<file path="src/design/dbc_pkg.sv">
// shared constants, types and legality decode for the bank command logic
package dbc_pkg;

  localparam int NBANK = 4;
  localparam int CNT_W = 4;

  // clock and timing figures in ns, converted to clock cycles
  localparam int T_CK_NS = 50;
  localparam int T_RCD_NS = 15;
  localparam int T_RP_NS = 15;
  localparam int T_WR_NS = 15;
  localparam int T_MRD_NS = 10;
  localparam int T_RFC_NS = 70;
  localparam int T_XSNR_NS = 75;
  localparam int BURST_LEN = 4;

  function automatic int nsToCyc(input int ns);
    int c;
    c = (ns + T_CK_NS - 1) / T_CK_NS;
    return (c < 1) ? 1 : c;
  endfunction

  localparam logic [CNT_W-1:0] RCD_CYC = CNT_W'(nsToCyc(T_RCD_NS));
  localparam logic [CNT_W-1:0] RP_CYC = CNT_W'(nsToCyc(T_RP_NS));
  localparam logic [CNT_W-1:0] WR_CYC = CNT_W'(nsToCyc(T_WR_NS));
  localparam logic [CNT_W-1:0] MRD_CYC = CNT_W'(nsToCyc(T_MRD_NS));
  localparam logic [CNT_W-1:0] RFC_CYC = CNT_W'(nsToCyc(T_RFC_NS));
  localparam logic [CNT_W-1:0] XSNR_CYC = CNT_W'(nsToCyc(T_XSNR_NS));
  localparam logic [CNT_W-1:0] BURST_CYC = CNT_W'(BURST_LEN / 2);

  // decoded command on the pins
  typedef enum logic [3:0] {
    CMD_DESEL = 4'h0, CMD_NOP = 4'h1, CMD_ACT = 4'h2, CMD_RD = 4'h3,
    CMD_WR = 4'h4, CMD_BST = 4'h5, CMD_PRE = 4'h6, CMD_REF = 4'h7,
    CMD_MRS = 4'h8
  } dbc_cmd_type;

  // per-bank state, one-hot
  typedef enum logic [7:0] {
    BK_IDLE = 8'h01, BK_ACTV = 8'h02, BK_ACTIVE = 8'h04, BK_READ = 8'h08,
    BK_WRITE = 8'h10, BK_READAP = 8'h20, BK_WRITEAP = 8'h40,
    BK_PRE = 8'h80
  } dbc_bank_type;

  // device-wide state, one-hot
  typedef enum logic [4:0] {
    DV_NORMAL = 5'h01, DV_REFRESH = 5'h02, DV_MRS = 5'h04,
    DV_PREALL = 5'h08, DV_SELFREF = 5'h10
  } dbc_dev_type;

  typedef dbc_bank_type [NBANK-1:0] dbc_banks_type;

  // pin levels to command
  function automatic dbc_cmd_type decodeCmd(input logic csn, rasn, casn,
                                            wen);
    dbc_cmd_type c;
    case ({csn, rasn, casn, wen})
      4'h7: c = CMD_NOP;
      4'h3: c = CMD_ACT;
      4'h5: c = CMD_RD;
      4'h4: c = CMD_WR;
      4'h6: c = CMD_BST;
      4'h2: c = CMD_PRE;
      4'h1: c = CMD_REF;
      4'h0: c = CMD_MRS;
      default: c = CMD_DESEL;
    endcase
    return c;
  endfunction

  // whether a command is allowed given every bank and the device state
  function automatic logic cmdLegal(input dbc_cmd_type cmd,
                                    input logic [1:0] ba, input logic ap,
                                    input dbc_banks_type st,
                                    input logic devFree,
                                    input logic [1:0] lastRd);
    logic allIdle, anyRead, apOther, canPre;
    allIdle = 1'b1;
    anyRead = 1'b0;
    apOther = 1'b0;
    canPre = 1'b1;
    for (int b = 0; b < NBANK; b++) begin
      allIdle &= (st[b] == BK_IDLE);
      anyRead |= (st[b] == BK_READ);
      if (b != int'(ba) && (st[b] == BK_READAP || st[b] == BK_WRITEAP))
        apOther = 1'b1;
      if (!(st[b] inside {BK_IDLE, BK_ACTIVE, BK_READ, BK_WRITE}))
        canPre = 1'b0;
    end
    case (cmd)
      CMD_DESEL, CMD_NOP: return 1'b1;
      CMD_ACT: return devFree && st[ba] == BK_IDLE;
      CMD_RD: return devFree && !apOther &&
        (st[ba] inside {BK_ACTIVE, BK_READ, BK_WRITE});
      CMD_WR: return devFree && !apOther && !anyRead &&
        (st[ba] inside {BK_ACTIVE, BK_WRITE});
      CMD_BST: return devFree && st[lastRd] == BK_READ;
      CMD_PRE: return devFree && (ap ? canPre :
        (st[ba] inside {BK_IDLE, BK_ACTIVE, BK_READ, BK_WRITE}));
      CMD_REF, CMD_MRS: return devFree && allIdle;
      default: return 1'b0;
    endcase
  endfunction

endpackage

</file>
<file path="src/design/dbc_cmd_if.sv">
// command pins between the memory controller and the ddr device
`timescale 1ns/1ps
`default_nettype none
interface dbc_cmd_if;
  logic cke; // clock enable
  logic csn; // chip select, low active
  logic rasn; // row strobe, low active
  logic casn; // column strobe, low active
  logic wen; // write enable, low active
  logic [1:0] ba; // bank select
  logic ap; // auto precharge / precharge-all address bit

  modport dev (input cke, csn, rasn, casn, wen, ba, ap);
  modport ctl (output cke, csn, rasn, casn, wen, ba, ap);
endinterface
`default_nettype wire

</file>
<file path="src/design/dbc_ddr_device.sv">
// device end: per-bank state tracking and command legality checking
`timescale 1ns/1ps
`default_nettype none
// Overview of operation
// - check only with clock enable high twice, after exit
// - idle after tRP, active after tRCD
// - read/write state until burst ends or stopped
// - deselect and NOP start nothing new
// - idle allows ACTIVE, AUTO REFRESH, MODE REGISTER SET
// - row active allows READ, WRITE, PRECHARGE
// - read allows READ, PRECHARGE, BURST TERMINATE; WRITE only once the burst ended
// - write allows READ, WRITE, PRECHARGE with masking
// - precharging lasts tRP, no same-bank commands
// - row activating lasts tRCD, no same-bank commands
// - auto-precharge access busy until tRP then idle
// - refresh allows only NOP until tRFC
// - mode register set allows only NOP until tMRD
// - precharge all allows only NOP until tRP
// - refresh and mode set need all banks idle
// - terminate hits latest read; precharge-all needs valid banks
// - write after read only once burst ended
// - idle bank n does not restrict bank m
// - busy bank n allows other-bank commands
// - auto-precharge splits into access and precharge
// - access period: other banks get ACTIVE, PRECHARGE only
// - anything else is illegal, needs re-initialisation
// - bank select picks target bank
module dbc_ddr_device (
  input wire logic clk, // 20 MHz clock
  input wire logic resetn, // async reset, low active
  dbc_cmd_if.dev pins, // command pins from the controller
  output dbc_pkg::dbc_banks_type bankState, // state of each bank
  output dbc_pkg::dbc_dev_type devState, // device-wide state
  output logic cmdTaken, // pulse: executable command accepted
  output logic illegalSeen // sticky: illegal command or sequence
);
  import dbc_pkg::*;

  dbc_banks_type next_bankState;
  dbc_dev_type next_devState;
  logic [NBANK-1:0][CNT_W-1:0] cnt, next_cnt;
  logic [CNT_W-1:0] devCnt, next_devCnt;
  logic [CNT_W-1:0] exitCnt, next_exitCnt;
  logic [1:0] lastRd, next_lastRd;
  logic ckePrev;
  logic next_cmdTaken, next_illegalSeen;
  dbc_cmd_type cmd;
  logic window, legal, devFree, allIdle;

  // decode pins and judge the command against the current states
  always_comb begin
    cmd = decodeCmd(pins.csn, pins.rasn, pins.casn, pins.wen);
    window = ckePrev && pins.cke && exitCnt == '0;
    devFree = devState == DV_NORMAL;
    allIdle = 1'b1;
    for (int b = 0; b < NBANK; b++) begin
      allIdle &= (bankState[b] == BK_IDLE);
    end
    legal = cmdLegal(cmd, pins.ba, pins.ap, bankState, devFree, lastRd);
  end

  // device-wide state: refresh, mode set, precharge all, self refresh
  always_comb begin
    next_devState = devState;
    next_devCnt = (devCnt != '0) ? devCnt - 1'b1 : devCnt;
    next_exitCnt = (exitCnt != '0) ? exitCnt - 1'b1 : exitCnt;
    if (devCnt == CNT_W'(1) && devState != DV_SELFREF)
      next_devState = DV_NORMAL;
    if (devState == DV_SELFREF) begin
      if (pins.cke) begin
        next_devState = DV_NORMAL;
        next_exitCnt = XSNR_CYC;
      end
    end else if (ckePrev && !pins.cke && cmd == CMD_REF && allIdle &&
                 devFree) begin
      next_devState = DV_SELFREF;
    end else if (window && legal) begin
      case (cmd)
        CMD_REF: begin
          next_devState = DV_REFRESH;
          next_devCnt = RFC_CYC;
        end
        CMD_MRS: begin
          next_devState = DV_MRS;
          next_devCnt = MRD_CYC;
        end
        CMD_PRE: begin
          if (pins.ap) begin
            next_devState = DV_PREALL;
            next_devCnt = RP_CYC;
          end
        end
        default: next_devState = next_devState;
      endcase
    end
  end

  // per-bank state and timers
  always_comb begin
    next_bankState = bankState;
    next_cnt = cnt;
    next_lastRd = lastRd;
    for (int b = 0; b < NBANK; b++) begin
      if (cnt[b] != '0) begin
        next_cnt[b] = cnt[b] - 1'b1;
      end
      if (cnt[b] == CNT_W'(1)) begin
        case (bankState[b])
          BK_ACTV: next_bankState[b] = BK_ACTIVE;
          BK_READ, BK_WRITE: next_bankState[b] = BK_ACTIVE;
          BK_READAP, BK_WRITEAP: begin
            next_bankState[b] = BK_PRE;
            next_cnt[b] = RP_CYC;
          end
          BK_PRE: next_bankState[b] = BK_IDLE;
          default: next_bankState[b] = bankState[b];
        endcase
      end
    end
    if (window && legal) begin
      case (cmd)
        CMD_ACT: begin
          next_bankState[pins.ba] = BK_ACTV;
          next_cnt[pins.ba] = RCD_CYC;
        end
        CMD_RD, CMD_WR: begin
          // a new column access cuts any burst still running
          for (int b = 0; b < NBANK; b++)
            if (bankState[b] == BK_READ || bankState[b] == BK_WRITE)
              next_bankState[b] = BK_ACTIVE;
          if (cmd == CMD_RD) begin
            next_lastRd = pins.ba;
            next_bankState[pins.ba] = pins.ap ? BK_READAP : BK_READ;
            next_cnt[pins.ba] = BURST_CYC;
          end else begin
            next_bankState[pins.ba] = pins.ap ? BK_WRITEAP : BK_WRITE;
            // write precharge waits for the write recovery time
            next_cnt[pins.ba] = pins.ap ? BURST_CYC + WR_CYC : BURST_CYC;
          end
        end
        CMD_BST: next_bankState[lastRd] = BK_ACTIVE;
        CMD_PRE: begin
          for (int b = 0; b < NBANK; b++)
            if ((pins.ap || b == int'(pins.ba)) &&
                bankState[b] != BK_IDLE) begin
              next_bankState[b] = BK_PRE;
              next_cnt[b] = RP_CYC;
            end
        end
        default: next_bankState = next_bankState;
      endcase
    end
  end

  // status outputs: accepted pulse and sticky illegal flag
  always_comb begin
    next_cmdTaken = window && legal &&
      !(cmd inside {CMD_DESEL, CMD_NOP});
    // only reset (re-initialisation) clears the illegal flag
    next_illegalSeen = illegalSeen || (window && !legal);
    if (exitCnt != '0 && !(cmd inside {CMD_DESEL, CMD_NOP}))
      next_illegalSeen = 1'b1;
  end

  // register device-wide state, its timers and the clock enable history
  always_ff @(posedge clk or negedge resetn) begin
    if (!resetn) begin
      devState <= DV_NORMAL;
      devCnt <= '0;
      exitCnt <= '0;
      ckePrev <= 1'b0;
    end else begin
      devState <= next_devState;
      devCnt <= next_devCnt;
      exitCnt <= next_exitCnt;
      ckePrev <= pins.cke;
    end
  end

  // register bank states, bank timers and the latest read bank
  always_ff @(posedge clk or negedge resetn) begin
    if (!resetn) begin
      for (int b = 0; b < NBANK; b++)
        bankState[b] <= BK_IDLE;
      cnt <= '0;
      lastRd <= 2'h0;
    end else begin
      bankState <= next_bankState;
      cnt <= next_cnt;
      lastRd <= next_lastRd;
    end
  end

  // register status outputs
  always_ff @(posedge clk or negedge resetn) begin
    if (!resetn) begin
      cmdTaken <= 1'b0;
      illegalSeen <= 1'b0;
    end else begin
      cmdTaken <= next_cmdTaken;
      illegalSeen <= next_illegalSeen;
    end
  end

endmodule
`default_nettype wire

</file>
<file path="src/flat_wrapper.sv">
// flat-port wrapper written by rule: the top's interface ports become plain ports
module dbc_ddr_device_flat import dbc_pkg::*;
  (clk, resetn, bankState, devState, cmdTaken, illegalSeen, pins_cke, pins_csn, pins_rasn, pins_casn, pins_wen, pins_ba, pins_ap);
  dbc_cmd_if pins_i ();
  input wire logic clk;
  input wire logic resetn;
  output dbc_pkg::dbc_banks_type bankState;
  output dbc_pkg::dbc_dev_type devState;
  output logic cmdTaken;
  output logic illegalSeen;
  input wire logic [$bits(pins_i.cke)-1:0] pins_cke;
  input wire logic [$bits(pins_i.csn)-1:0] pins_csn;
  input wire logic [$bits(pins_i.rasn)-1:0] pins_rasn;
  input wire logic [$bits(pins_i.casn)-1:0] pins_casn;
  input wire logic [$bits(pins_i.wen)-1:0] pins_wen;
  input wire logic [$bits(pins_i.ba)-1:0] pins_ba;
  input wire logic [$bits(pins_i.ap)-1:0] pins_ap;
  assign pins_i.cke = pins_cke;
  assign pins_i.csn = pins_csn;
  assign pins_i.rasn = pins_rasn;
  assign pins_i.casn = pins_casn;
  assign pins_i.wen = pins_wen;
  assign pins_i.ba = pins_ba;
  assign pins_i.ap = pins_ap;
  dbc_ddr_device u_core (.clk(clk), .resetn(resetn), .pins(pins_i), .bankState(bankState), .devState(devState), .cmdTaken(cmdTaken), .illegalSeen(illegalSeen));
endmodule
</file>
<file path="config.mk">
export PLATFORM = sky130hd
export DESIGN_NAME = dbc_ddr_device_flat
export DESIGN_NICKNAME = d
export VERILOG_FILES = /design/src/design/dbc_pkg.sv /design/src/design/dbc_cmd_if.sv /design/src/design/dbc_ddr_device.sv /design/src/flat_wrapper.sv
export SDC_FILE = /design/constraint.sdc
export NUM_CORES = 1
export LEC_CHECK = 0
export ABC_AREA = 1
export BUFFER_PORTS_ARGS = -buffer_cell sky130_fd_sc_hd__buf_4
export CAP_MARGIN = 30
export CORE_ASPECT_RATIO = 1.5
export CORE_MARGIN = 5
export CORE_UTILIZATION = 45
export DETAILED_ROUTE_END_ITERATION = 7
export PLACE_DENSITY = 0.72
export SLEW_MARGIN = 20
export SYNTH_ARGS = -nofsm -noshare
export SYNTH_HDL_FRONTEND = slang
export SYNTH_SLANG_ARGS = --single-unit
</file>
<file path="constraint.sdc">
create_clock -name clk -period 1.9 [get_ports clk]
set_input_delay 0.095 -clock clk [delete_from_list [all_inputs] [get_ports clk]]
set_output_delay 0.095 -clock clk [all_outputs]
set_load 0.01 [all_outputs]
</file>
After elaboration in Yosys (flattened, before gate mapping). Memories as Yosys holds them, arrays and structs flattened. Index checks and enable logic that the tools add are counted. W data, S select, Z words.

Add/subtract/negate cells: 6. Magnitude comparators: 4. Eq/ne operators: 63. Muxes and demuxes: 90. Bitwise logic cells: 18. Reductions and logical operators: 77.

Operator list (count): $mux W8 (24); $pmux W32 S4 (1); $mux W4 (26); $pmux W8 S3 (4); $bwmux W32 (2); $mux W32 (2); $and A28 B28 Y28 (2); $not A28 Y28 (2); $eq A8 B4 Y1 const B (6); $pmux W16 S3 (1); $reduce_bool A4 Y1 (11); $eq A8 B1 Y1 const B (5); $eq A8 B3 Y1 const B (5); $eq A8 B5 Y1 const B (5); $bmux W8 S2 (2); $demux W8 S2 (2); $eq A8 B2 Y1 const B (4); $eq A8 B6 Y1 const B (4); $eq A8 B7 Y1 const B (4); $eq A8 B8 Y1 const B (4); $mux W16 (2); $ne A8 B1 Y1 const B (4); $mux W5 (6); $logic_and A1 B1 Y1 (29); 36 further kinds (101).

Register bits: 66. Bits in read-only memories: 32. Bits of input ports: 10. Output and inout port bits: 39. Memories kept: 1.

Memories: (no name shown) (words 8, width 4, rd ports 1, clocked after memory_dff 0, write ports 0, line dbc_pkg.sv:57) `case ({csn, rasn, casn, wen})`.

Logic depth before layout (Yosys ltp). Gate-level depths: netlist (run 1).

Depth after elaboration: 18. Mapped depth: 20. Depth with buffers taken out: 19.

Worst setup path before layout (run 1). Ideal clock, no wire load.

Kind: flip-flop to flip-flop. From: register u_core.bankState[29] (netlist name). To: register u_core.lastRd[0]. Setup time: 0.121 ns. Arrival: 1.930 ns. Slack: -0.151 ns. Stages on the path, launching flop included: 17. Path buffers: 2. Period minus slack after synthesis: 2.051 ns. Cell sequence: dfrtp_1 -> buf_2 -> nor2_1 -> nand2_1 -> nor2_1 -> nand2_1 -> nor2_1 -> nand2_1 -> nand2_1 -> clkinv_1 -> nand3_1 -> nand2_1 -> nand3_2 -> nand2_4 -> buf_2 -> o21ai_1 -> nand2_1.

Longest elaborated chain between the ends: 11.

RTL lines: from (decl) (line dbc_ddr_device.sv:32) `output dbc_pkg::dbc_banks_type bankState,`; from (signal assigned) (line dbc_ddr_device.sv:188) `bankState <= next_bankState;`; branches (longest 8 deep; another with $bmux W8 S2); $pmux W1 S7 * (line dbc_pkg.sv:90) `case (cmd)`; $logic_and A1 B1 Y1 * (line dbc_ddr_device.sv:120) `if (window && legal) begin`; $reduce_and A3 Y1 (no source line) *; to (signal assigned) (line dbc_ddr_device.sv:190) `lastRd <= next_lastRd;`; to (decl) (line dbc_ddr_device.sv:44) `logic [1:0] lastRd, next_lastRd;`.

Every way passes the cells marked *. The select of a mux whose other input is x is not followed. A chain may end at the register's enable or synchronous reset.

==> impl_summary.txt, run 1 <==
----------------------------------------------------
[Placed design]
  Estimated wirelength of the detail-placed design ... 19500 um
  DP Cell Count ... 1549
  Number of port buffers ... 48
  Instance area after placement ... 8696 um^2
  Routability Congestion ... 1.087

[Critical path]
  Launch instance of the worst register-to-register path ... u_core.bankState[25]$_DFF_PN0_
  End of the worst register-to-register path ... u_core.bankState[15]$_DFF_PN0_
  Data required time of the critical path ... 2.18 ns
  Max stage delay on crit path ... 0.46 ns
  Class of the most critical setup path ... flip-flop to flip-flop
  Library cell contributing the largest single delay on the critical path ... sky130_fd_sc_hd__dfrtp_2
  Most common cell on crit path ... sky130_fd_sc_hd__nand2_1
  Crit path buffers/inverters ... 2
  R2R setup slack ... -0.36 ns
  Worst path top cell family by delay ... simple AND/OR/NAND/NOR gates
  Crit path max fanout ... 7
  Category of the worst setup path capture point ... flip-flop
  Startpoint kind of the worst setup timing path ... flip-flop
  Register-to-Register Path Depth ... 15
  Critical Path Start ... u_core.bankState[25]$_DFF_PN0_
  Chain of cells forming the critical path ... buf_4, nor2_2, nand4_1, nand2_2, nor2_1, nor2_1, nand2_1, nand3_2, nand2_2, nand3_4, nand2_8, buf_6, nor2_4, nand2_1, nand2_1
  Data arrival at the endpoint of the critical path ... 2.55 ns

[Route]
  DRC errors left ... 0
  Initial DRC Count ... 780
  Detailed Route WL ... 25950 um
  Post-DR wirelength/cell ... 16.41 um
  Avg Vias per Cell ... 5.560
  Number of nets with antenna violations after routing ... 0
  Vias after detailed routing ... 8790
  1st-pass router iterations ... 5

[Die]
  Effective utilization at floorplan ... 0.4540
  Top Ports ... 49
  Standard-cell rows ... 54
  Core Footprint ... 14460 um^2
  Die outline width ... 108.6 um
  Die Y ... 157.9 um
  Total Die Area ... 17150 um^2

[Clock network]
  Sinks on the clock net ... 66
  Clock latency reported for the late side of the worst-skew pair ... 0.35 ns
  Worst-path clk slew ... 0.06 ns
  Buffer depth of the longest clock path ... 2
  CTS Root Cell ... sky130_fd_sc_hd__clkbuf_16
  Inserted Clock Buffers ... 9
  Clock tree from TritonCTS ... built
  Maximum level of the CTS H-tree ... 3

[STA]
  Aggregate negative setup slack ... -16.74 ns
  Skew final ... 0.01059 ns
  Max Clock Freq ... 441.8 MHz
  Count of endpoints failing setup in the final report ... 61
  Unrepaired setup endpoints after global routing ... yes
  PnR worst setup slack ... -0.3633 ns
  Worst Max-Slew Pin Slew ... 0.5972 ns
  Remaining max-slew budget at the tightest pin ... 0.5995
  Period Utilization, post-route ... 1.191
  Final period demand of the worst path ... 2.263 ns
  Final Max Tran Viols ... 0
  Final Hold Vio Count ... 0

[Final layout]
  Core Util, Final ... 0.6475
  Number of nets in the layout ... 1404
  Ant. Diodes ... 0
  Post-route cell area ... 9363 um^2
  Area grow syn2layout ... 42.64%
  Layout cell share with drive strength beyond 1 ... 0.2866
  Total of fill cells in the finished design ... 1356
  Final Instance Count excl. Fillers ... 1581

[Logic synthesis]
  Synthesized netlist cell count ... 1135
  Main area contributors after synthesis ... sky130_fd_sc_hd__dfrtp_1 23%, sky130_fd_sc_hd__nand2_1 20%, sky130_fd_sc_hd__nand3_1 11%
  Cell type with the highest aggregate area in the netlist ... sky130_fd_sc_hd__dfrtp_1
  Synthesized flop and latch total ... 66
  Most used DFF post-synth ... sky130_fd_sc_hd__dfrtp_1
  Yosys Warn Count ... 0
  Share of synthesized area occupied by flip-flops and latches ... 0.2526
  Synth Net Count ... 1159
  Yosys top cell area share ... 0.2326
  Synth unique cells ... 43
  Area of the mapped netlist ... 6564 um^2
  Post-synthesis average cell area ... 5.783 um^2
  Number of flops mapped to enable cells by yosys ... 0
  Share of async-settable or async-resettable flops after synthesis ... 1.000

[GRT]
  Global-route wire length before repair ... 40490 um
  Antenna violations before repair ... 0
  Final global-route overflow total ... 0
  Via count of the first global-routing pass ... 8438
  Maximum number of pins on one net before global-route repair ... 41
  GRT Overall Usage ... 0.2998

[Power and ir drop]
  Sequential cell fraction of total power ... 0.245
  Combinational cell fraction of total power ... 0.569
  Share of power burned in the clock network ... 0.186
  Maximum vdd ir drop ... 0.8143 mV
  Power Internal ... 5.231 mW
  Power Dens Cells ... 1010 nW/um^2
  Design Power ... 9.452 mW
  Switching portion of total power ... 0.4466
  Leakage power figure ... 4.912 nW
  Switching Power ... 4.222 mW

[Run status]
  Violations in the final reports ... negative setup slack
  Result of the run ... complete, but fails checks

[Min path]
  Hold/Removal Path Class ... input pin to asynchronous set/reset pin

[Flow run]
  Number of max-cap violations ... 0

----------------------------------------------------
[power by group through the flow]
| stage | Sequential (mW) | Clock [mW] | Combinational [mW] |
|---|---|---|---|
| final | 2.32 | 1.75 | 5.38 |
| after global routing | 2.37 | 1.82 | 5.94 |
| after CTS | 2.30 | 1.76 | 5.25 |
| after detailed placement | 2.30 | 0 | 5.13 |
| after global placement | 2.29 | 0 | 5.01 |
| after floorplan | 2.28 | 0 | 3.03 |
[synth_stat cells (3+ instances only)]
| cell type | instances |
|---|---|
| sky130_fd_sc_hd__nor2_1 | 155 |
| sky130_fd_sc_hd__o2111ai_1 | 8 |
| sky130_fd_sc_hd__inv_2 | 11 |
| sky130_fd_sc_hd__clkbuf_1 | 16 |
| sky130_fd_sc_hd__o211ai_1 | 12 |
| sky130_fd_sc_hd__dfrtp_1 | 61 |
| sky130_fd_sc_hd__o21ai_0 | 48 |
| sky130_fd_sc_hd__xor2_1 | 8 |
| sky130_fd_sc_hd__nand3_1 | 138 |
| sky130_fd_sc_hd__inv_1 | 116 |
| sky130_fd_sc_hd__nor3_1 | 24 |
| sky130_fd_sc_hd__o22ai_1 | 8 |
| sky130_fd_sc_hd__o21ai_1 | 39 |
| sky130_fd_sc_hd__buf_6 | 6 |
| sky130_fd_sc_hd__nand2_1 | 353 |
| sky130_fd_sc_hd__buf_2 | 21 |
| sky130_fd_sc_hd__ha_1 | 14 |
| sky130_fd_sc_hd__nand4_1 | 27 |
| sky130_fd_sc_hd__nor2_4 | 3 |
| sky130_fd_sc_hd__a211oi_1 | 3 |
| sky130_fd_sc_hd__a21oi_1 | 31 |
| sky130_fd_sc_hd__dfstp_2 | 5 |
[state kept, by name, summed over array words and instances (netlist names)]
| name | cells |
|---|---|
| u_core.exitCnt | 4 |
| u_core.devCnt | 4 |
| u_core.ckePrev | 1 |
| u_core.bankState | 32 |
| u_core.illegalSeen | 1 |
| u_core.lastRd | 2 |
| u_core.cmdTaken | 1 |
| u_core.devState | 5 |
| u_core.cnt | 16 |
[cell type report]
| cell class | instances | area, um^2 | area share |
|---|---|---|---|
| well taps | 196 | 245.2 | 0.02619 |
| inverters | 130 | 490.5 | 0.05239 |
| flip-flops and latches | 66 | 1668 | 0.1781 |
| repair buffers | 281 | 2242 | 0.2395 |
| multi-input cells | 892 | 4420 | 0.4721 |
| clock inverters | 5 | 53.80 | 0.005746 |
| clock buffers | 11 | 242.7 | 0.02593 |
[per-layer routing]
| layer | vias up | global-route usage | part of all wire |
|---|---|---|---|
| met1 | 4022 | 0.3348 | 0.37 |
| met5 | - | 0 | 0 |
| met3 | 129 | 0.05100 | 0.072 |
| li1 | 4208 | - | - |
| met2 | 431 | 0.5240 | 0.50 |
| met4 | 0 | 0.1871 | 0.060 |
[timing repair]
action,4_1_cts,5_1_grt
gates cloned,1,0
endpoints found under the setup margin,60,61
resized for setup,33,45
pin swaps,8,22
hold buffers,2,0
setup buffers,6,7
endpoints found under the hold margin,27,0
[cells in the final DEF, fill, tap and decap left out, drive strengths merged, types with 11 or more instances in the layout]
cell	instances
dfrtp	61
nand2	354
a21oi	32
nor2	159
inv	129
nand3	140
nor3	24
o21ai	88
nand4	27
clkbuf	11
ha	14
buf	279
o211ai	12
[how the worst max path moves through the flow]
stage	end	slack, ns	cells past startpoint
floorplan	u_core.lastRd[0]$_DFFE_PN0P_	-0.03	16
finish	u_core.bankState[15]$_DFF_PN0_	-0.36	15
CTS	u_core.bankState[30]$_DFF_PN0_	-0.30	17
detailed placement	u_core.bankState[31]$_DFF_PN0_	-0.42	12
global placement	u_core.bankState[31]$_DFF_PN0_	-0.39	13
global route	u_core.bankState[23]$_DFF_PN0_	-0.50	15
[cell families after synthesis]
| family | Yosys count | synth area share |
|---|---|---|
| fa+ha+maj | 14 | 0.02669 |
| buf+inv | 177 | 0.1136 |
| compound gates | 159 | 0.1378 |
| xor+xnor | 10 | 0.01334 |
| simple gates | 709 | 0.4560 |
| flops | 66 | 0.2526 |
[per-stage QoR]
stage / hold WS (ns) / worst slack (ns)
final: 0.2167 / -0.3633
after detailed placement: 0.04873 / -0.4153
after global routing: 0.2523 / -0.5040
after CTS: 0.2168 / -0.2954
after global placement: 0.04572 / -0.3853
after floorplan: -0.2006 / -0.03464
No activity file was read; power rests on OpenSTA's default activity.
==> run 2: changes to the inputs <==
Settings changed: CAP_MARGIN 30 to 20, CORE_ASPECT_RATIO 1.5 to unset.
==> run 2 against run 1 <==
Against the previous run: the flow still finishes with violations (negative setup slack); flip-flop and latch count unchanged; setup slack improved by 0.019 ns; critical endpoint is now u_core.bankState[19]$_DFF_PN0_; largest power group unchanged; non-clock buffer count increased by 14; core utilization increased by 2.3 points; register-to-register slack improved by 0.02 ns.
==> impl_summary.txt, run 2 (synthesis results as in run 1) <==
----------------------------------------------------
[STA]
  Skew final ... 0.005433 ns
  Count of endpoints failing setup in the final report ... 59
  Final Hold Vio Count ... 0
  PnR worst setup slack ... -0.3443 ns
  Final Max Tran Viols ... 0
  Max Clock Freq ... 445.6 MHz
  Remaining max-slew budget at the tightest pin ... 0.6345
  Unrepaired setup endpoints after global routing ... yes
  Final period demand of the worst path ... 2.244 ns
  Period Utilization, post-route ... 1.181
  Worst Max-Slew Pin Slew ... 0.5483 ns

[Clock network]
  Buffer depth of the longest clock path ... 2
  Clock tree from TritonCTS ... built
  Sinks on the clock net ... 66
  Worst-path clk slew ... 0.06 ns
  Inserted Clock Buffers ... 9
  Maximum level of the CTS H-tree ... 3
  CTS Root Cell ... sky130_fd_sc_hd__clkbuf_16
  Clock latency reported for the late side of the worst-skew pair ... 0.35 ns

[Route]
  Number of nets with antenna violations after routing ... 0
  1st-pass router iterations ... 7
  Initial DRC Count ... 882
  Detailed Route WL ... 26310 um
  Avg Vias per Cell ... 5.636
  DRC errors left ... 0
  Vias after detailed routing ... 8911
  Post-DR wirelength/cell ... 16.64 um

[Final layout]
  Number of flip-flops under the largest register name ... 32
  Most frequent cells in the layout ... 316 x sky130_fd_sc_hd__nand2_1, 269 x sky130_fd_sc_hd__buf_4, 131 x sky130_fd_sc_hd__nand3_1, 112 x sky130_fd_sc_hd__nor2_1, 109 x sky130_fd_sc_hd__inv_1
  Number of nets in the layout ... 1418
  Commonest non-fill, non-tap cell in the layout ... sky130_fd_sc_hd__nand2_1
  Layout cell share with drive strength beyond 1 ... 0.3193
  Ant. Diodes ... 0
  Largest registers ranked by flip-flop count ... u_core.bankState (32), u_core.cnt (16), u_core.devState (5)
  Area taken by flip-flops and latches ... 1667 um^2
  Area grow syn2layout ... 47.43%
  Post-route cell area ... 9677 um^2
  Total of fill cells in the finished design ... 1236
  Reg with most FFs ... u_core.bankState
  Multi-input logic area ... 4541 um^2

[Placed design]
  Instance area after placement ... 8728 um^2
  Routability Congestion ... 0.9623
  Number of port buffers ... 48
  Estimated wirelength of the detail-placed design ... 18760 um

[Critical path]
  Max stage delay on crit path ... 0.40 ns
  Worst path top cell family by delay ... simple AND/OR/NAND/NOR gates
  Crit path max fanout ... 8
  Most common cell on crit path ... sky130_fd_sc_hd__nand2_1
  Data arrival at the endpoint of the critical path ... 2.48 ns
  Library cell contributing the largest single delay on the critical path ... sky130_fd_sc_hd__dfrtp_1
  Class of the most critical setup path ... flip-flop to flip-flop
  Chain of cells forming the critical path ... buf_4, nor2_1, nand3_1, nor2_2, nand2_1, nand2_2, nor2_1, nand3_1, nand2_1, inv_2, nand3_4, nand2_8, clkinv_8, clkbuf_16, nand2_1, nand2_1
  Category of the worst setup path capture point ... flip-flop
  Data required time of the critical path ... 2.14 ns
  Startpoint kind of the worst setup timing path ... flip-flop
  Crit path buffers/inverters ... 4

[GRT]
  Antenna violations before repair ... 0
  Final global-route overflow total ... 0
  GRT Overall Usage ... 0.3076
  Global-route wire length before repair ... 41030 um
  Via count of the first global-routing pass ... 8084
  Maximum number of pins on one net before global-route repair ... 36

[Power and ir drop]
  Design Power ... 9.628 mW
  Leakage power figure ... 5.050 nW
  Maximum vdd ir drop ... 0.6090 mV
  Power Dens Cells ... 995.0 nW/um^2

[Die]
  Total Die Area ... 17100 um^2
  Standard-cell rows ... 44
  Effective utilization at floorplan ... 0.4551
  Die Y ... 130.8 um
  Core Footprint ... 14420 um^2
  Die outline width ... 130.8 um
  Top Ports ... 49

[Flow run]
  Number of max-cap violations ... 0

[Run status]
  Result of the run ... complete, but fails checks
  Violations in the final reports ... negative setup slack

[Min path]
  Hold/Removal Path Class ... input pin to flip-flop

----------------------------------------------------
==> run 2: changes by cell type in the layout (fill, tap and decap cells not counted), sizes merged <==
cell | before | now
buf | 279 | 292
inv | 129 | 127
clkinv | 5 | 4
bufinv | 1 | 0
clkbuf | 11 | 13
clkinvlp | 0 | 1
==> run 2: area by class of cell <==
class,instances,share of cell area
clock buffers,12,0.02754
clock inverters,2,0.001293
inverters,130,0.05172
multi-input cells,892,0.4692
flip-flops and latches,66,0.1722
well taps,184,0.02379
repair buffers,295,0.2542
==> run 2: worst register-to-register path, delay by kind of cell, from the launching register on <==
kind	cells	cell delay, ns
and+or+nand+nor	12	1.17
buffers and inverters	4	0.56
DFF	1	0.40
==> run 2: per-stage QoR <==
stage / hold WS [ns] / instances / setup TNS [ns] / util / setup WS [ns]
after CTS: 0.1352 / 1573 / -11.34 / 0.6483 / -0.2468
after detailed placement: 0.1066 / 1545 / -22.02 / 0.6051 / -0.4272
after floorplan: -0.2006 / 1135 / -0.6958 / - / -0.03464
final: 0.1328 / 1581 / -15.26 / 0.6709 / -0.3443
after global routing: 0.1772 / 1581 / -21.66 / 0.6709 / -0.4339
after global placement: 0.1021 / 1545 / -20.10 / 0.6051 / -0.3817
==> run 2: worst paths after layout <==
kind	startpoint	to	slack, ns	cells after the start
worst min register to register	u_core.illegalSeen$_DFF_PN0_	u_core.illegalSeen$_DFF_PN0_	0.51	2
worst max-delay path	u_core.bankState[20]$_DFF_PN0_	u_core.bankState[19]$_DFF_PN0_	-0.34	16
worst min-delay path	pins_rasn	u_core.cmdTaken$_DFF_PN0_	0.13	4
max in group asynchronous	resetn	u_core.devState[0]$_DFF_PN1_	0.96	3
min in group asynchronous	resetn	u_core.cnt[11]$_DFF_PN0_	0.27	2
worst max register to register	u_core.bankState[20]$_DFF_PN0_	u_core.bankState[19]$_DFF_PN0_	-0.34	16
==> run 2: routing by layer <==
metal  global-route usage  part of all wire
met1               0.4033              0.41
met2               0.4872              0.45
met3              0.05569             0.093
met4               0.1543             0.047
met5                    0                 0
==> run 2: where the power goes <==
| part | switching, mW | total (mW) | internal [mW] |
|---|---|---|---|
| clock | 0.671 | 1.64 | 0.973 |
| combinational | 3.16 | 5.70 | 2.54 |
| sequential | 0.416 | 2.29 | 1.87 |
| total | 4.25 | 9.63 | 5.38 |
==> run 2: what timing repair did <==
item                                    in CTS  in global routing
endpoints found under the hold margin       32                  0
buffers inserted                            10                  7
pin swaps                                   16                 30
endpoints found under the setup margin      60                 60
hold buffers                                 2                  0
cloned                                       2                  1
gates resized for setup                     54                 82
==> run 3: changes to the inputs <==
Settings changed: SKIP_LAST_GASP set to 1.
==> run 3 against run 2 <==
Against the previous run: the run still ends with negative setup slack left; sequential power is essentially flat; design area shrank 0.25%; critical path depth is the same; via count shrank 0.26%; power shrank 0.24%; worst hold slack gained 0.0039 ns; core utilization shrank 0.16 points; flip-flop and latch count is the same; sequential share of layout area is essentially flat; first-iteration DRC count grew 22%; critical path type unchanged; highest routed layer unchanged.
==> impl_summary.txt, run 3 (synthesis results as in run 1) <==
----------------------------------------------------
[Run status]
  Result of the run ... complete, but fails checks
  Violations in the final reports ... negative setup slack

[Die]
  Top Ports ... 49
  Effective utilization at floorplan ... 0.4551
  Die outline width ... 130.8 um
  Core Footprint ... 14420 um^2
  Standard-cell rows ... 44
  Die Y ... 130.8 um
  Total Die Area ... 17100 um^2

[STA]
  PnR worst setup slack ... -0.3411 ns
  Final Hold Vio Count ... 0
  Max Clock Freq ... 446.2 MHz
  Worst Max-Slew Pin Slew ... 0.5417 ns
  Remaining max-slew budget at the tightest pin ... 0.6389
  Count of endpoints failing setup in the final report ... 59
  Aggregate negative setup slack ... -14.91 ns
  Period Utilization, post-route ... 1.180
  Skew final ... 0.006584 ns
  Final Max Tran Viols ... 0
  Unrepaired setup endpoints after global routing ... yes
  Post-route worst hold slack ... 0.1367 ns
  Final period demand of the worst path ... 2.241 ns

[Final layout]
  Layout cell share with drive strength beyond 1 ... 0.3135
  Largest registers ranked by flip-flop count ... u_core.bankState (32), u_core.cnt (16), u_core.devState (5)
  Ant. Diodes ... 0
  Number of nets in the layout ... 1418
  Area grow syn2layout ... 47.06%
  Commonest non-fill, non-tap cell in the layout ... sky130_fd_sc_hd__nand2_1
  Area taken by flip-flops and latches ... 1667 um^2
  Total of fill cells in the finished design ... 1243
  Reg with most FFs ... u_core.bankState
  Number of flip-flops under the largest register name ... 32
  Most frequent cells in the layout ... 319 x sky130_fd_sc_hd__nand2_1, 269 x sky130_fd_sc_hd__buf_4, 132 x sky130_fd_sc_hd__nand3_1, 112 x sky130_fd_sc_hd__nor2_1, 110 x sky130_fd_sc_hd__inv_1
  Multi-input logic area ... 4517 um^2

[Min path]
  Hold/Removal Path Class ... input pin to flip-flop

[Route]
  Detailed Route WL ... 26220 um
  Vias after detailed routing ... 8888
  Avg Vias per Cell ... 5.622
  Number of nets with antenna violations after routing ... 0
  1st-pass router iterations ... 5
  DRC errors left ... 0
  Initial DRC Count ... 1076
  Post-DR wirelength/cell ... 16.58 um

[Critical path]
  Data required time of the critical path ... 2.14 ns
  Data arrival at the endpoint of the critical path ... 2.48 ns
  Register-to-Register Path Depth ... 16
  Class of the most critical setup path ... flip-flop to flip-flop
  Startpoint kind of the worst setup timing path ... flip-flop
  Critical path endpoint ... u_core.bankState[19]$_DFF_PN0_
  R2R setup slack ... -0.34 ns
  Crit path max fanout ... 8
  End of the worst register-to-register path ... u_core.bankState[19]$_DFF_PN0_
  Critical Path Start ... u_core.bankState[20]$_DFF_PN0_
  Category of the worst setup path capture point ... flip-flop
  Launch instance of the worst register-to-register path ... u_core.bankState[20]$_DFF_PN0_

[Power and ir drop]
  Leakage power figure ... 5.047 nW
  Maximum vdd ir drop ... 0.6067 mV
  Power Dens Cells ... 995.1 nW/um^2

[GRT]
  Antenna violations before repair ... 0
  Maximum number of pins on one net before global-route repair ... 36
  Final global-route overflow total ... 0
  Global-route wire length before repair ... 41030 um
  GRT Overall Usage ... 0.3076
  Via count of the first global-routing pass ... 8084

[Flow run]
  Number of max-cap violations ... 0

[Clock network]
  CTS Root Cell ... sky130_fd_sc_hd__clkbuf_16
  Clock latency reported for the late side of the worst-skew pair ... 0.35 ns
  Clock tree from TritonCTS ... built
  Inserted Clock Buffers ... 9
  Buffer depth of the longest clock path ... 2
  Sinks on the clock net ... 66
  Maximum level of the CTS H-tree ... 3
  Worst-path clk slew ... 0.06 ns

[Placed design]
  Estimated wirelength of the detail-placed design ... 18760 um
  Number of port buffers ... 48
  Routability Congestion ... 0.9623

----------------------------------------------------
## run 3: cell counts in the layout (fill, tap and decap cells not counted)
Identical to the previous run, type by type.
## run 3: worst min path at each step
stage                         start                             end  depth (start not counted)
after floorplan              resetn  u_core.bankState[10]$_DFF_PN0_                          0
after CTS                 pins_rasn       u_core.cmdTaken$_DFF_PN0_                          4
after global routing      pins_rasn       u_core.cmdTaken$_DFF_PN0_                          4
after global placement       resetn        u_core.cnt[11]$_DFF_PN0_                          1
final                     pins_rasn       u_core.cmdTaken$_DFF_PN0_                          4
after detailed placement     resetn        u_core.cnt[11]$_DFF_PN0_                          1
## run 3: final cells by class
type / instances / area share
multi-input combinational: 892 / 0.4679
timing repair buffer: 295 / 0.2548
sequential: 66 / 0.1727
inverter: 130 / 0.05185
clock buffer: 12 / 0.02761
tap: 184 / 0.02385
clock inverter: 2 / 0.001296
## run 3: timing repair
action	in CTS	in global routing
resized for setup	54	74
buffers inserted	10	7
hold buffers	2	0
endpoints found under the setup margin	60	60
pin swaps	16	30
hold endpoints to repair	32	0
cloned	2	1
## run 3: stage by stage
stage,setup WS (ns),power [mW],cell area (um^2),std cells,utilization
2_1_floorplan,-0.03464,5.312,6626,1135,-
3_3_place_gp,-0.3817,7.307,8728,1545,0.6051
3_5_place_dp,-0.4272,7.444,8728,1545,0.6051
4_1_cts,-0.2468,9.362,9351,1573,0.6483
5_1_grt,-0.4339,10.36,9653,1581,0.6692
6_report,-0.3411,9.605,9653,1581,0.6692
## run 3: report_power, final
group	leakage, nW	switching, mW	internal, mW
clock	0.137	0.665	0.973
sequential	0.775	0.416	1.87
combinational	4.14	3.15	2.53
total	5.05	4.23	5.38
## run 3: routing by layer
metal | GRT usage | wire (um) | vias up
met4 | 0.1543 | 1298 | 0
met1 | 0.4033 | 10610 | 4072
met5 | 0 | 0 | -
met3 | 0.05569 | 2461 | 106
met2 | 0.4872 | 11850 | 474
li1 | - | - | 4236
## run 3: critical path, stage by stage (launching register included)
cell and delay [ns]:
sky130_fd_sc_hd__dfrtp_1 0.40, sky130_fd_sc_hd__buf_4 0.19, sky130_fd_sc_hd__nor2_1 0.10, sky130_fd_sc_hd__nand3_1 0.11, sky130_fd_sc_hd__nor2_2 0.13, sky130_fd_sc_hd__nand2_1 0.13, sky130_fd_sc_hd__nand2_2 0.12, sky130_fd_sc_hd__nor2_1 0.06
sky130_fd_sc_hd__nand3_1 0.08, sky130_fd_sc_hd__nand2_1 0.06, sky130_fd_sc_hd__inv_2 0.07, sky130_fd_sc_hd__nand3_4 0.10, sky130_fd_sc_hd__nand2_8 0.16, sky130_fd_sc_hd__clkinv_8 0.11, sky130_fd_sc_hd__clkbuf_16 0.18, sky130_fd_sc_hd__nand2_1 0.07
sky130_fd_sc_hd__nand2_1 0.06
